--- config.mk ---
export PLATFORM = sky130hd
export DESIGN_NAME = gecd_top
export DESIGN_NICKNAME = d
export VERILOG_FILES = /design/src/include/gecd_pkg.sv /design/src/hdl/gecd_top.sv
export SDC_FILE = /design/constraint.sdc
export NUM_CORES = 1
export LEC_CHECK = 0
export BUFFER_PORTS_ARGS = -buffer_cell sky130_fd_sc_hd__buf_2
export CAP_MARGIN = 20
export CORE_ASPECT_RATIO = 0.75
export CORE_UTILIZATION = 59
export CTS_CLUSTER_DIAMETER = 120
export DETAILED_ROUTE_END_ITERATION = 12
export HOLD_SLACK_MARGIN = 0.1
export PLACE_DENSITY = 0.83
export SYNTH_ARGS = -nofsm -noshare
export SYNTH_HDL_FRONTEND = slang
export SYNTH_SLANG_ARGS = --single-unit
--- constraint.sdc ---
create_clock -name pclk -period 3.6 [get_ports pclk]
set_clock_uncertainty 0.1 [all_clocks]
set_input_delay 0 -clock pclk [delete_from_list [all_inputs] [get_ports pclk]]
set_output_delay 0 -clock pclk [all_outputs]
set_load 0.05 [all_outputs]
--- src/include/gecd_pkg.sv ---
// gecd_pkg: constants and types of the guest exit control decoder
package gecd_pkg;

    // ------------------------------------------------------------
    // register byte offsets
    // ------------------------------------------------------------
    localparam logic [7:0] OFF_ASYNC_CTL   = 8'h00;
    localparam logic [7:0] OFF_INSTR_CTL   = 8'h04;
    localparam logic [7:0] OFF_SECOND_CTL  = 8'h08;
    localparam logic [7:0] OFF_ASYNC_CAP   = 8'h0c;
    localparam logic [7:0] OFF_ASYNC_TCAP  = 8'h10;
    localparam logic [7:0] OFF_TIMER_LOAD  = 8'h14;
    localparam logic [7:0] OFF_TS_OFFSET   = 8'h18;
    localparam logic [7:0] OFF_STATUS      = 8'h1c;

    // ------------------------------------------------------------
    // async (pin) control bit positions
    // ------------------------------------------------------------
    localparam int A_EXT_INTR = 0;
    localparam int A_NMI_EXIT = 3;
    localparam int A_VNMI     = 5;
    localparam int A_TIMER    = 6;

    // ------------------------------------------------------------
    // instruction (primary) control bit positions
    // ------------------------------------------------------------
    localparam int I_INTR_WIN = 2;
    localparam int I_TS_OFFS  = 3;
    localparam int I_HALT     = 7;
    localparam int I_PG_INV   = 9;
    localparam int I_MONITOR_WAIT_INSTR    = 10;
    localparam int I_PMC_RD   = 11;
    localparam int I_TS_RD    = 12;
    localparam int I_PTB_WR   = 15;
    localparam int I_PTB_RD   = 16;
    localparam int I_TPR_WR   = 19;

    // ------------------------------------------------------------
    // capability masks and reset values
    // ------------------------------------------------------------
    localparam logic [31:0] ASYNC_FIXED1     = 32'h0000_0016;
    localparam logic [31:0] ASYNC_ALLOWED1   = 32'h0000_007f;
    localparam logic [31:0] ASYNC_TRUE_FIX1  = 32'h0000_0000;
    localparam logic [31:0] INSTR_FIXED1     = 32'h0401_e172;
    localparam logic [31:0] INSTR_ALLOWED1   = 32'h0409_fffe;
    localparam logic [31:0] CTL_RESET        = 32'h0000_0000;

    typedef enum logic [3:0] {
        INSTR_NONE, INSTR_HALT, INSTR_PG_INV, INSTR_MONITOR_WAIT_INSTR, INSTR_PMC_RD,
        INSTR_TS_RD, INSTR_TS_RD_ID, INSTR_MREG_TS_RD, INSTR_PTB_WR,
        INSTR_PTB_RD, INSTR_TPR_WR, INSTR_OTHER
    } gecd_instr_t;

    typedef enum logic [3:0] {
        RSN_NONE, RSN_NMI, RSN_EXT_INTR, RSN_TIMER, RSN_INTR_WIN,
        RSN_HALT, RSN_PG_INV, RSN_MONITOR_WAIT_INSTR, RSN_PMC_RD, RSN_TS_RD,
        RSN_PTB_WR, RSN_PTB_RD, RSN_TPR_WR
    } gecd_reason_t;

endpackage : gecd_pkg

--- src/hdl/gecd_top.sv ---
// gecd_top: guest exit decision logic with its apb control registers
//
// The register offsets and the APB slave port were decided locally.
`timescale 1ns/1ps
module gecd_top #(
    parameter logic HAS_64BIT = 1'b1
) (
    input  wire logic                 pclk,
    input  wire logic                 presetn,
    input  wire logic                 psel,
    input  wire logic                 penable,
    input  wire logic                 pwrite,
    input  wire logic [7:0]           paddr,
    input  wire logic [31:0]          pwdata,
    output logic      [31:0]          prdata,
    output logic                      pready,
    output logic                      pslverr,
    input  wire logic                 entry_req,
    input  wire logic                 ext_intr,
    input  wire logic                 nmi,
    input  wire logic                 guest_interrupt_flag,
    input  wire logic                 other_intr_block,
    input  wire logic                 interrupt_return,
    input  wire logic                 vnmi_inject,
    input  wire logic                 instr_start,
    input  wire gecd_pkg::gecd_instr_t instr,
    input  wire logic                 ptb_target_hit,
    input  wire logic [31:0]          time_stamp_counter,
    output logic                      in_guest,
    output logic                      guest_exit,
    output gecd_pkg::gecd_reason_t    exit_reason,
    output logic                      entry_fail,
    output logic                      intr_deliver,
    output logic                      nmi_deliver,
    output logic                      nmi_block_state,
    output logic                      ts_valid,
    output logic      [31:0]          ts_value
);
    import gecd_pkg::*;

    typedef struct packed {
        logic [31:0]  actl;
        logic [31:0]  ictl;
        logic [31:0]  sctl;
        logic [31:0]  tload;
        logic [31:0]  tsoff;
        logic [31:0]  timer;
        logic         guest;
        logic         nmi_blk;
        logic         vnmi_blk;
        logic         exit_p;
        gecd_reason_t reason;
        logic         efail;
        logic         idel;
        logic         ndel;
        logic         nbs;
        logic         tsv;
        logic [31:0]  tsval;
        logic [31:0]  rdata;
        logic         rdy;
        logic         err;
    } gecd_state_t;

    gecd_state_t st_r;
    gecd_state_t st_nxt;

    logic         setup;
    logic         wr_acc;
    logic         mapped;
    logic         ro_hit;
    logic [31:0]  rd_mux;
    logic         entry_ok;
    logic         nmi_real_blk;
    gecd_reason_t ev;

    // ------------------------------------------------------------
    // apb decode
    // ------------------------------------------------------------
    assign setup  = psel && !penable;
    assign wr_acc = psel && penable && pwrite && st_r.rdy && !st_r.err;
    assign ro_hit = (paddr == OFF_ASYNC_CAP) || (paddr == OFF_ASYNC_TCAP)
                 || (paddr == OFF_STATUS);

    always_comb begin
        mapped = 1'b1;
        unique case (paddr)
            OFF_ASYNC_CTL:  rd_mux = st_r.actl;
            OFF_INSTR_CTL:  rd_mux = st_r.ictl;
            OFF_SECOND_CTL: rd_mux = st_r.sctl;
            // default register: bits 1,2,4 always must be one
            OFF_ASYNC_CAP:  rd_mux = ASYNC_FIXED1;
            // alternate register: zero settings allowed here
            OFF_ASYNC_TCAP: rd_mux = ASYNC_TRUE_FIX1;
            OFF_TIMER_LOAD: rd_mux = st_r.tload;
            OFF_TS_OFFSET:  rd_mux = st_r.tsoff;
            OFF_STATUS:     rd_mux = {st_r.timer[23:0], st_r.reason,
                                      st_r.vnmi_blk, st_r.nmi_blk,
                                      st_r.efail, st_r.guest};
            default: begin
                rd_mux = 32'h0000_0000;
                mapped = 1'b0;
            end
        endcase
    end

    // ------------------------------------------------------------
    // entry checks
    // ------------------------------------------------------------
    // actl against the alternate mask, so zero settings of 1,2,4 pass
    always_comb begin
        entry_ok = ((st_r.actl & ASYNC_TRUE_FIX1) == ASYNC_TRUE_FIX1)
                && ((st_r.actl & ~ASYNC_ALLOWED1) == 32'h0000_0000)
                && ((st_r.ictl & INSTR_FIXED1) == INSTR_FIXED1)
                && ((st_r.ictl & ~INSTR_ALLOWED1) == 32'h0000_0000);
        if (st_r.actl[A_VNMI] && !st_r.actl[A_NMI_EXIT]) begin
            entry_ok = 1'b0;
        end
        if (!HAS_64BIT && st_r.ictl[I_TPR_WR]) begin
            entry_ok = 1'b0;
        end
    end

    // ------------------------------------------------------------
    // event priority: nmi, interrupt, timer, window, instruction
    // ------------------------------------------------------------
    // with virtual nmis real blocking never applies
    assign nmi_real_blk = st_r.nmi_blk && !st_r.actl[A_VNMI];

    always_comb begin
        ev = RSN_NONE;
        if (nmi && st_r.actl[A_NMI_EXIT]) begin
            ev = RSN_NMI;
        end else if (ext_intr && st_r.actl[A_EXT_INTR]
                     && !other_intr_block) begin
            // interrupt flag deliberately not consulted
            ev = RSN_EXT_INTR;
        end else if (st_r.actl[A_TIMER] && st_r.timer == 32'h0000_0000) begin
            ev = RSN_TIMER;
        end else if (instr_start) begin
            if (st_r.ictl[I_INTR_WIN] && guest_interrupt_flag
                && !other_intr_block) begin
                ev = RSN_INTR_WIN;
            end else begin
                unique case (instr)
                    INSTR_HALT:
                        if (st_r.ictl[I_HALT]) ev = RSN_HALT;
                    INSTR_PG_INV:
                        if (st_r.ictl[I_PG_INV]) ev = RSN_PG_INV;
                    INSTR_MONITOR_WAIT_INSTR:
                        if (st_r.ictl[I_MONITOR_WAIT_INSTR]) ev = RSN_MONITOR_WAIT_INSTR;
                    INSTR_PMC_RD:
                        if (st_r.ictl[I_PMC_RD]) ev = RSN_PMC_RD;
                    INSTR_TS_RD, INSTR_TS_RD_ID:
                        if (st_r.ictl[I_TS_RD]) ev = RSN_TS_RD;
                    INSTR_PTB_WR:
                        if (st_r.ictl[I_PTB_WR] && !ptb_target_hit)
                            ev = RSN_PTB_WR;
                    INSTR_PTB_RD:
                        if (st_r.ictl[I_PTB_RD]) ev = RSN_PTB_RD;
                    INSTR_TPR_WR:
                        if (st_r.ictl[I_TPR_WR]) ev = RSN_TPR_WR;
                    default: ev = RSN_NONE;
                endcase
            end
        end
    end

    // ------------------------------------------------------------
    // next state
    // ------------------------------------------------------------
    always_comb begin
        st_nxt        = st_r;
        st_nxt.exit_p = 1'b0;
        st_nxt.efail  = 1'b0;
        st_nxt.idel   = 1'b0;
        st_nxt.ndel   = 1'b0;
        st_nxt.tsv    = 1'b0;
        st_nxt.rdy    = setup;
        st_nxt.err    = setup && (!mapped || (pwrite && ro_hit));
        if (setup) begin
            st_nxt.rdata = pwrite ? 32'h0000_0000 : rd_mux;
        end
        if (wr_acc) begin
            unique case (paddr)
                OFF_ASYNC_CTL:  st_nxt.actl  = pwdata;
                OFF_INSTR_CTL:  st_nxt.ictl  = pwdata;
                OFF_SECOND_CTL: st_nxt.sctl  = pwdata;
                OFF_TIMER_LOAD: st_nxt.tload = pwdata;
                OFF_TS_OFFSET:  st_nxt.tsoff = pwdata;
                default: ;
            endcase
        end
        if (!st_r.guest) begin
            if (entry_req) begin
                st_nxt.guest = entry_ok;
                st_nxt.efail = !entry_ok;
                st_nxt.timer = st_r.tload;
                st_nxt.reason = RSN_NONE;
            end
        end else if (ev != RSN_NONE) begin
            st_nxt.guest  = 1'b0;
            st_nxt.exit_p = 1'b1;
            st_nxt.reason = ev;
        end else begin
            // nothing exits: normal guest semantics apply
            if (st_r.actl[A_TIMER]) begin
                st_nxt.timer = st_r.timer - 32'h0000_0001;
            end
            if (nmi && !nmi_real_blk) begin
                st_nxt.ndel = 1'b1;
                st_nxt.nmi_blk = !st_r.actl[A_VNMI];
            end else if (ext_intr && guest_interrupt_flag
                         && !other_intr_block) begin
                st_nxt.idel = 1'b1;
            end
            if (instr_start && (instr == INSTR_TS_RD
                || instr == INSTR_TS_RD_ID || instr == INSTR_MREG_TS_RD)) begin
                st_nxt.tsv   = 1'b1;
                st_nxt.tsval = time_stamp_counter
                    + (st_r.ictl[I_TS_OFFS] ? st_r.tsoff : 32'h0000_0000);
            end
        end
        if (vnmi_inject && st_r.actl[A_VNMI]) begin
            st_nxt.vnmi_blk = 1'b1;
        end
        // return ends whichever blocking the mode tracks
        if (st_r.guest && interrupt_return) begin
            if (st_r.actl[A_VNMI]) begin
                st_nxt.vnmi_blk = 1'b0;
            end else begin
                st_nxt.nmi_blk = 1'b0;
            end
        end
        // interruptibility bit 3 view: virtual blocking when enabled
        st_nxt.nbs = st_nxt.actl[A_VNMI] ? st_nxt.vnmi_blk
                                         : st_nxt.nmi_blk;
    end

    always_ff @(posedge pclk or negedge presetn) begin
        if (!presetn) begin
            st_r <= '{actl: CTL_RESET, ictl: CTL_RESET, sctl: CTL_RESET,
                      tload: 32'h0000_0000, tsoff: 32'h0000_0000,
                      timer: 32'h0000_0000, reason: RSN_NONE,
                      tsval: 32'h0000_0000, rdata: 32'h0000_0000,
                      default: 1'b0};
        end else begin
            st_r <= st_nxt;
        end
    end

    // ------------------------------------------------------------
    // outputs
    // ------------------------------------------------------------
    assign prdata          = st_r.rdata;
    assign pready          = st_r.rdy;
    assign pslverr         = st_r.err;
    assign in_guest        = st_r.guest;
    assign guest_exit      = st_r.exit_p;
    assign exit_reason     = st_r.reason;
    assign entry_fail      = st_r.efail;
    assign intr_deliver    = st_r.idel;
    assign nmi_deliver     = st_r.ndel;
    assign nmi_block_state = st_r.nbs;
    assign ts_valid        = st_r.tsv;
    assign ts_value        = st_r.tsval;

    // ------------------------------------------------------------
    // assertions
    // ------------------------------------------------------------
    property p_ext_exit;
        @(posedge pclk) disable iff (!presetn)
        st_r.guest && ext_intr && !nmi && st_r.actl[A_EXT_INTR]
            && !other_intr_block
        |=> guest_exit && exit_reason == RSN_EXT_INTR && !in_guest;
    endproperty
    a_ext_exit: assert property (p_ext_exit)
        else $error("external interrupt did not exit");

    property p_if_ignored;
        @(posedge pclk) disable iff (!presetn)
        st_r.actl[A_EXT_INTR] && ext_intr |=> !intr_deliver;
    endproperty
    a_if_ignored: assert property (p_if_ignored)
        else $error("interrupt delivered while exiting enabled");

    property p_nmi_exit;
        @(posedge pclk) disable iff (!presetn)
        st_r.guest && nmi && st_r.actl[A_NMI_EXIT]
        |=> guest_exit && exit_reason == RSN_NMI && !nmi_deliver;
    endproperty
    a_nmi_exit: assert property (p_nmi_exit)
        else $error("nmi did not exit");

    property p_vnmi_noblk;
        @(posedge pclk) disable iff (!presetn)
        st_r.actl[A_VNMI] |-> !nmi_real_blk;
    endproperty
    a_vnmi_noblk: assert property (p_vnmi_noblk)
        else $error("nmi blocked under virtual nmis");

    property p_timer_zero;
        @(posedge pclk) disable iff (!presetn)
        st_r.guest && st_r.actl[A_TIMER] && st_r.timer == 32'h0000_0000
        |=> guest_exit;
    endproperty
    a_timer_zero: assert property (p_timer_zero)
        else $error("timer reached zero without exit");

    property p_timer_dec;
        @(posedge pclk) disable iff (!presetn)
        st_r.guest && !st_nxt.exit_p && st_r.actl[A_TIMER]
        |=> st_r.timer == $past(st_r.timer) - 32'h0000_0001;
    endproperty
    a_timer_dec: assert property (p_timer_dec)
        else $error("timer did not count down");

    property p_entry_fail;
        @(posedge pclk) disable iff (!presetn)
        !st_r.guest && entry_req && st_r.actl[A_VNMI]
            && !st_r.actl[A_NMI_EXIT]
        |=> entry_fail && !in_guest;
    endproperty
    a_entry_fail: assert property (p_entry_fail)
        else $error("bad controls entered guest");

    property p_halt_exit;
        @(posedge pclk) disable iff (!presetn)
        st_r.guest && instr_start && instr == INSTR_HALT
            && st_r.ictl[I_HALT] && st_nxt.reason == RSN_HALT
        |=> guest_exit ##1 !guest_exit;
    endproperty
    a_halt_exit: assert property (p_halt_exit)
        else $error("halt exit not a single pulse");

    property p_no_exit_clear;
        @(posedge pclk) disable iff (!presetn)
        st_r.guest && instr_start && !nmi && !ext_intr
            && !st_r.actl[A_TIMER] && !st_r.ictl[I_INTR_WIN]
            && instr == INSTR_MONITOR_WAIT_INSTR && !st_r.ictl[I_MONITOR_WAIT_INSTR]
        |=> in_guest && !guest_exit;
    endproperty
    a_no_exit_clear: assert property (p_no_exit_clear)
        else $error("exit with control clear");

    property p_ts_offset;
        @(posedge pclk) disable iff (!presetn)
        ts_valid |-> ts_value == $past(time_stamp_counter)
            + ($past(st_r.ictl[I_TS_OFFS]) ? $past(st_r.tsoff)
                                            : 32'h0000_0000);
    endproperty
    a_ts_offset: assert property (p_ts_offset)
        else $error("time-stamp value wrong");

    c_entry: cover property (@(posedge pclk) disable iff (!presetn)
        !in_guest ##1 in_guest);
    c_timer: cover property (@(posedge pclk) disable iff (!presetn)
        guest_exit && exit_reason == RSN_TIMER);
    c_window: cover property (@(posedge pclk) disable iff (!presetn)
        guest_exit && exit_reason == RSN_INTR_WIN);
    c_fail: cover property (@(posedge pclk) disable iff (!presetn)
        entry_fail);

endmodule : gecd_top

Word-level counts from Yosys, hierarchy flattened
Index checks and enable logic that the tools add are counted.
Operators by class
  add/sub/neg operators: 2
  equality and inequality tests: 21
  muxes and demuxes: 51
  bitwise gates (word level): 1
  reduce and logical (&&, ||, !) cells: 54
Operators with widths (count)
  32-bit two-way mux: 8
  32-bit one-hot mux with 7 select lines: 1
  33-bit two-way mux: 5
  134-bit two-way mux: 1
  32-bit zero test: 3
  4-bit two-way mux: 11
  32-bit adder: 1
  8-bit by 5-bit equality test with 1-bit output, second input constant: 4
  4-bit one-hot mux with 8 select lines: 1
  32-bit by 1-bit subtractor with 32-bit output, second input constant: 1
  1-bit logical AND: 24
  4-bit by 3-bit equality test with 1-bit output, second input constant: 4
  8-bit by 4-bit equality test with 1-bit output, second input constant: 2
  1-bit two-way mux: 15
  4-bit equality test, second input constant: 3
  2-bit AND reduction: 6
  10-bit equality test, second input constant: 1
  5-bit two-way mux: 2
  1-bit zero test: 9
  3-bit two-way mux: 3
  4-bit by 2-bit equality test with 1-bit output, second input constant: 2
  8-bit by 3-bit equality test with 1-bit output, second input constant: 1
  8-bit zero test: 1
  8-bit OR reduction: 1
  other kinds (11): 19
Storage, ports and cells
  flip-flop bits (word level): 271
  input bits: 90
  output and inout port bits: 77
  word-level logic and storage cells: 150

Depth between registers and ports, before layout
  depth after elaboration: 15
  gate-level depth with buffers: 14
  mapped depth without buffers: 13

Worst setup path before layout
OpenSTA, ideal clock, no wires.
  path kind: register -> register
  from: register st_r[210] in the netlist's numbering
  to: register st_r (netlist bit ts_value[30])
  setup time: 83 ps
  data arrival time: 2691 ps
  required time: 3417 ps
  path slack: 726 ps
  cell stages (with the launch flop): 15
  buffers on the path: 1
  clock period less this slack: 2874 ps
  cell sequence: dfrtp_1 > clkbuf_1 > and2_1 > ha_1 > inv_1 > fa_1 > nor2b_1 > o2111ai_1 > nand3_1 > a21oi_1 > o31a_1 > o211ai_1 > a31oi_1 > xor2_1 > o21ai_0
Between the ends
  longest elaborated chain between the ends: 2
Ends and longest elaborated chain
  start: declaration: line gecd_top.sv:64  | gecd_state_t st_r;
  start signal: assignment: line gecd_top.sv:241  | st_r <= '{actl: CTL_RESET, ictl: CTL_RESET, sctl: CTL_RESET,
  start signal: assignment: line gecd_top.sv:247  | st_r <= st_nxt;
  32-bit two-way mux: line gecd_top.sv:220  | + (st_r.ictl[I_TS_OFFS] ? st_r.tsoff : 32'h0000_0000);
  32-bit adder: line gecd_top.sv:220
No other way between the ends.
A chain may end at the register's enable or synchronous reset.

Worst setup path after layout
  from: register st_r[210] in the netlist's numbering
  to: register st_r (netlist bit ts_value[16])
The elaborated chain is that of the path after synthesis.

==> impl_results.html <==
<table>
<tr><th>Metric</th><th>Value</th></tr>
<tr><th colspan="2">Status</th></tr>
<tr><td>Status</td><td>finished clean</td></tr>
<tr><th colspan="2">Place</th></tr>
<tr><td>Placed wire-length estimate</td><td>27500 um</td></tr>
<tr><td>Number of port buffers</td><td>~170</td></tr>
<tr><td>RePlAce Congestion</td><td>0.948</td></tr>
<tr><th colspan="2">Setup path</th></tr>
<tr><td>Sort of element at the start of the critical path</td><td>register</td></tr>
<tr><td>Startpoint-to-endpoint class of the critical path</td><td>register to register</td></tr>
<tr><td>Worst-path maximum fanout</td><td>21</td></tr>
<tr><td>Required time of the critical path</td><td>3.92 ns</td></tr>
<tr><td>Setup slack on the worst flop-to-flop path</td><td>~0.076 ns</td></tr>
<tr><td>Data arrival, critical path</td><td>3.84 ns</td></tr>
<tr><td>Endpoint type of the worst setup path</td><td>register</td></tr>
<tr><th colspan="2">Synth</th></tr>
<tr><td>Cell types occupying the most area after synthesis</td><td>sky130_fd_sc_hd__dfrtp_1, sky130_fd_sc_hd__mux2_2, sky130_fd_sc_hd__a222oi_1</td></tr>
<tr><td>Synthesized area</td><td>0.0141 sq mm</td></tr>
<tr><td>Yosys warning count</td><td>0</td></tr>
<tr><td>Async SR Flop Fraction</td><td>1.00</td></tr>
<tr><td>Number of synthesized flops with an enable pin</td><td>0</td></tr>
<tr><td>Total nets after synthesis</td><td>between 1000 and 1500</td></tr>
<tr><td>Number of different library cells in the post-synthesis netlist</td><td>71</td></tr>
<tr><td>Synthesis-stage register bit count</td><td>271</td></tr>
<tr><td>Synth Area per Inst</td><td>~11 sq um</td></tr>
<tr><td>Number of instances in the synthesized netlist</td><td>~1300</td></tr>
<tr><td>Seq/Total Area, Yosys</td><td>0.482</td></tr>
<tr><td>Cell type with the largest total area after synthesis</td><td>sky130_fd_sc_hd__dfrtp_1</td></tr>
<tr><td>Dominant register cell in the synthesized netlist</td><td>sky130_fd_sc_hd__dfrtp_1</td></tr>
<tr><td>Share of Yosys cell area claimed by the top area cell type</td><td>0.482</td></tr>
<tr><th colspan="2">Global routing</th></tr>
<tr><td>Residual overflow from global routing</td><td>0</td></tr>
<tr><td>First-pass GRT wire length</td><td>63800 um</td></tr>
<tr><td>Tot GR Track Use</td><td>0.336</td></tr>
<tr><td>Pin count of the biggest net entering global routing</td><td>104</td></tr>
<tr><td>Antenna violations before repair</td><td>0</td></tr>
<tr><td>Via count of the first global-routing pass</td><td>11462</td></tr>
<tr><th colspan="2">Clock network</th></tr>
<tr><td>Clock sink count</td><td>271</td></tr>
<tr><td>Clock latency at the later pin of the worst-skew pair</td><td>between 0.5 and 0.6 ns</td></tr>
<tr><td>Maximum level of the CTS H-tree</td><td>1</td></tr>
<tr><td>Post-CTS Repair Setup Buffers</td><td>0</td></tr>
<tr><td>Root buffer cell</td><td>sky130_fd_sc_hd__clkbuf_16</td></tr>
<tr><td>TritonCTS clock tree</td><td>yes</td></tr>
<tr><td>Maximum buffer depth of the clock tree</td><td>3</td></tr>
<tr><td>Clock-pin slew on the worst setup and hold paths</td><td>0.07 ns</td></tr>
<tr><td>CTS buffer count</td><td>27</td></tr>
<tr><th colspan="2">Min path</th></tr>
<tr><td>Hold crit path type</td><td>input pin to register</td></tr>
<tr><th colspan="2">Layout</th></tr>
<tr><td>Layout area overhead</td><td>19.7%</td></tr>
<tr><td>NumNets Final</td><td>1590</td></tr>
<tr><td>Leading cell types in the layout, fill and taps excluded</td><td>sky130_fd_sc_hd__dfrtp_1, sky130_fd_sc_hd__buf_2, sky130_fd_sc_hd__mux2_2</td></tr>
<tr><td>FILL cells</td><td>1652</td></tr>
<tr><td>Share of layout cells above drive strength 1</td><td>0.294</td></tr>
<tr><td>Leading cell type in the layout, fill and taps excluded</td><td>sky130_fd_sc_hd__dfrtp_1</td></tr>
<tr><td>Utilization after layout</td><td>0.726</td></tr>
<tr><td>Number of inserted diodes</td><td>0</td></tr>
<tr><th colspan="2">Routing</th></tr>
<tr><td>Routed metal-1 wirelength</td><td>between 15000 and 20000 um</td></tr>
<tr><td>Routed via count</td><td>11683</td></tr>
<tr><td>Total met3 wirelength after detailed routing</td><td>4020 um</td></tr>
<tr><td>Drt first pass iters</td><td>9</td></tr>
<tr><td>Final wirelength</td><td>about 41000 um</td></tr>
<tr><td>Post-route antenna net violation count</td><td>0</td></tr>
<tr><td>Residual DRC</td><td>0</td></tr>
<tr><td>Post-DR vias/cell</td><td>6.54</td></tr>
<tr><td>Iteration-0 DRC Markers</td><td>1446</td></tr>
<tr><td>DR top layer</td><td>met4</td></tr>
<tr><td>Amount of wire on met2 after detailed routing</td><td>around 18000 um</td></tr>
<tr><td>Routed length per instance</td><td>22.9 um</td></tr>
<tr><th colspan="2">STA</th></tr>
<tr><td>Final setup violation count</td><td>0</td></tr>
<tr><td>Max-slew violations</td><td>0</td></tr>
<tr><td>RSZ-0062 raised after global routing</td><td>false</td></tr>
<tr><td>Min cycle time layout</td><td>3.52 ns</td></tr>
<tr><td>Hold_ws</td><td>0.178 ns</td></tr>
<tr><td>Measured slew at the worst slew-check pin</td><td>0.962 ns</td></tr>
<tr><td>Rel. slew slack</td><td>0.357</td></tr>
<tr><td>Setup TNS after final layout</td><td>0 ns</td></tr>
<tr><td>Maximum frequency from static timing analysis</td><td>between 200 and 300 MHz</td></tr>
<tr><td>Final Cycle Share</td><td>0.979</td></tr>
<tr><td>Hold Fails Final Rpt</td><td>0</td></tr>
<tr><th colspan="2">Run</th></tr>
<tr><td>Max-capacitance violation count</td><td>0</td></tr>
<tr><th colspan="2">Die</th></tr>
<tr><td>Die height</td><td>136 um</td></tr>
<tr><td>Die Outline Area</td><td>between 0.02 and 0.025 sq mm</td></tr>
<tr><td>FP Rows</td><td>48</td></tr>
<tr><td>Starting density of the core</td><td>0.606</td></tr>
<tr><td>Num ports</td><td>167</td></tr>
<tr><td>Core region area</td><td>0.0232 sq mm</td></tr>
<tr><td>Die X</td><td>180 um</td></tr>
<tr><th colspan="2">Pwr</th></tr>
<tr><td>Power density over the cells</td><td>386 mW/mm^2</td></tr>
<tr><td>Peak VDD IR</td><td>roughly 0.36 mV</td></tr>
<tr><td>Overall power</td><td>6.50 mW</td></tr>
<tr><td>Leakage</td><td>about 8.4 nW</td></tr>
</table>
[area by class of cell]
class / instances / area (sq um) / share of cell area
inverter: 21 / 78.8 / 0.00468
timing repair buffer: 301 / 2170 / 0.129
sequential: 271 / 6780 / 0.403
tap: 300 / 375 / 0.0223
multi-input combinational: 844 / 6470 / 0.384
clock inverter: 17 / 225 / 0.0134
clock buffer: 32 / 734 / 0.0436
[power by group]
group          leakage [nW]  switching (mW)  internal (mW)  total [mW]
clock                 0.469            1.24           1.82        3.06
combinational          4.19           0.221          0.158       0.380
sequential             3.76         0.00958           3.05        3.06
[path summary, 6_finish.rpt]
check                                            start                    endpoint  cells after the start
worst max-delay path             st_r[210]$_DFFE_PN0P_    ts_value[16]$_DFFE_PN0P_                     12
worst min-delay path                          instr[2]  exit_reason[1]$_DFFE_PN0P_                      5
worst max register to register   st_r[210]$_DFFE_PN0P_    ts_value[16]$_DFFE_PN0P_                     12
worst min register to register  prdata[11]$_DFFE_PN0P_      prdata[11]$_DFFE_PN0P_                      1
max in group asynchronous                      presetn       st_r[212]$_DFFE_PN0P_                      4
min in group asynchronous                      presetn     ts_value[1]$_DFFE_PN0P_                      3
[per-stage QoR]
| step | cells | cell area [sq um] | worst slack, ns |
|---|---|---|---|
| finish | 1786 | 16800 | 0.0758 |
| global placement | 1633 | 14800 | 0.453 |
| floorplan | 1269 | 14100 | 0.726 |
| detailed placement | 1633 | 14800 | 0.314 |
| CTS | 1785 | 16800 | 0.0793 |
| global route | 1786 | 16800 | 0.00184 |
[cell usage after synthesis, types with 4 or more instances]
master / n
sky130_fd_sc_hd__nor3_1: 12
sky130_fd_sc_hd__a222oi_1: 61
sky130_fd_sc_hd__o31ai_1: 4
sky130_fd_sc_hd__buf_2: 12
sky130_fd_sc_hd__a31oi_1: 12
sky130_fd_sc_hd__buf_4: 68
sky130_fd_sc_hd__nor2_1: 40
sky130_fd_sc_hd__nor2b_1: 8
sky130_fd_sc_hd__a21oi_1: 69
sky130_fd_sc_hd__nand3b_1: 4
sky130_fd_sc_hd__o21ai_1: 10
sky130_fd_sc_hd__nand3_1: 26
sky130_fd_sc_hd__nand2b_1: 6
sky130_fd_sc_hd__nand4_1: 11
sky130_fd_sc_hd__dfrtp_1: 271
sky130_fd_sc_hd__a221o_1: 7
sky130_fd_sc_hd__nor4_1: 18
sky130_fd_sc_hd__ha_1: 33
sky130_fd_sc_hd__o211ai_1: 15
sky130_fd_sc_hd__or4_1: 5
sky130_fd_sc_hd__a22oi_1: 6
sky130_fd_sc_hd__xnor2_1: 19
sky130_fd_sc_hd__or3_1: 5
sky130_fd_sc_hd__o311ai_0: 5
sky130_fd_sc_hd__o21ai_0: 42
sky130_fd_sc_hd__nand4b_1: 6
sky130_fd_sc_hd__buf_1: 12
sky130_fd_sc_hd__clkbuf_1: 39
sky130_fd_sc_hd__nand2_1: 102
sky130_fd_sc_hd__and2_1: 33
sky130_fd_sc_hd__inv_1: 21
sky130_fd_sc_hd__nor3b_1: 4
sky130_fd_sc_hd__mux2_2: 161
sky130_fd_sc_hd__a21o_1: 40
sky130_fd_sc_hd__o21a_1: 8
sky130_fd_sc_hd__and3_1: 4
sky130_fd_sc_hd__xor2_1: 15
[layer usage]
metal,GRT usage,up-vias
li1,-,5088
met1,0.475,5829
met4,0.115,0
met2,0.519,675
met3,0.0685,91
met5,0,-
[cells by family after synthesis]
kind of cell | Yosys count | synth area share
simple gates | 302 | 0.115
mux | 163 | 0.130
buf+inv | 154 | 0.0614
xor+xnor | 34 | 0.0212
fa+ha+maj | 34 | 0.0308
compound gates | 311 | 0.159
flops | 271 | 0.482
[critical path: stages (launching register included)]
cell	delay, ns
sky130_fd_sc_hd__dfrtp_2	0.48
sky130_fd_sc_hd__buf_4	0.23
sky130_fd_sc_hd__and2_1	0.16
sky130_fd_sc_hd__ha_1	0.36
sky130_fd_sc_hd__a21oi_1	0.19
sky130_fd_sc_hd__and3_1	0.19
sky130_fd_sc_hd__nand3_1	0.17
sky130_fd_sc_hd__a21bo_2	0.28
sky130_fd_sc_hd__a21o_1	0.19
sky130_fd_sc_hd__a21oi_1	0.25
sky130_fd_sc_hd__xor2_1	0.18
sky130_fd_sc_hd__dlygate4sd3_1	0.57
sky130_fd_sc_hd__o21ai_0	0.07
[sequential cells by signal, indices dropped and copies added (netlist names)]
signal and flops:
entry_fail 1, exit_reason 4, guest_exit 1, in_guest 1, intr_deliver 1, nmi_block_state 1, nmi_deliver 1, prdata 32
pready 1, pslverr 1, st_r 194, ts_valid 1, ts_value 32
[what timing repair did]
item,CTS,global route
hold endpoints to repair,481,0
gates resized for setup,0,8
hold buffers,103,0
endpoints found under the setup margin,0,6
No activity file was read; power rests on OpenSTA's default activity.
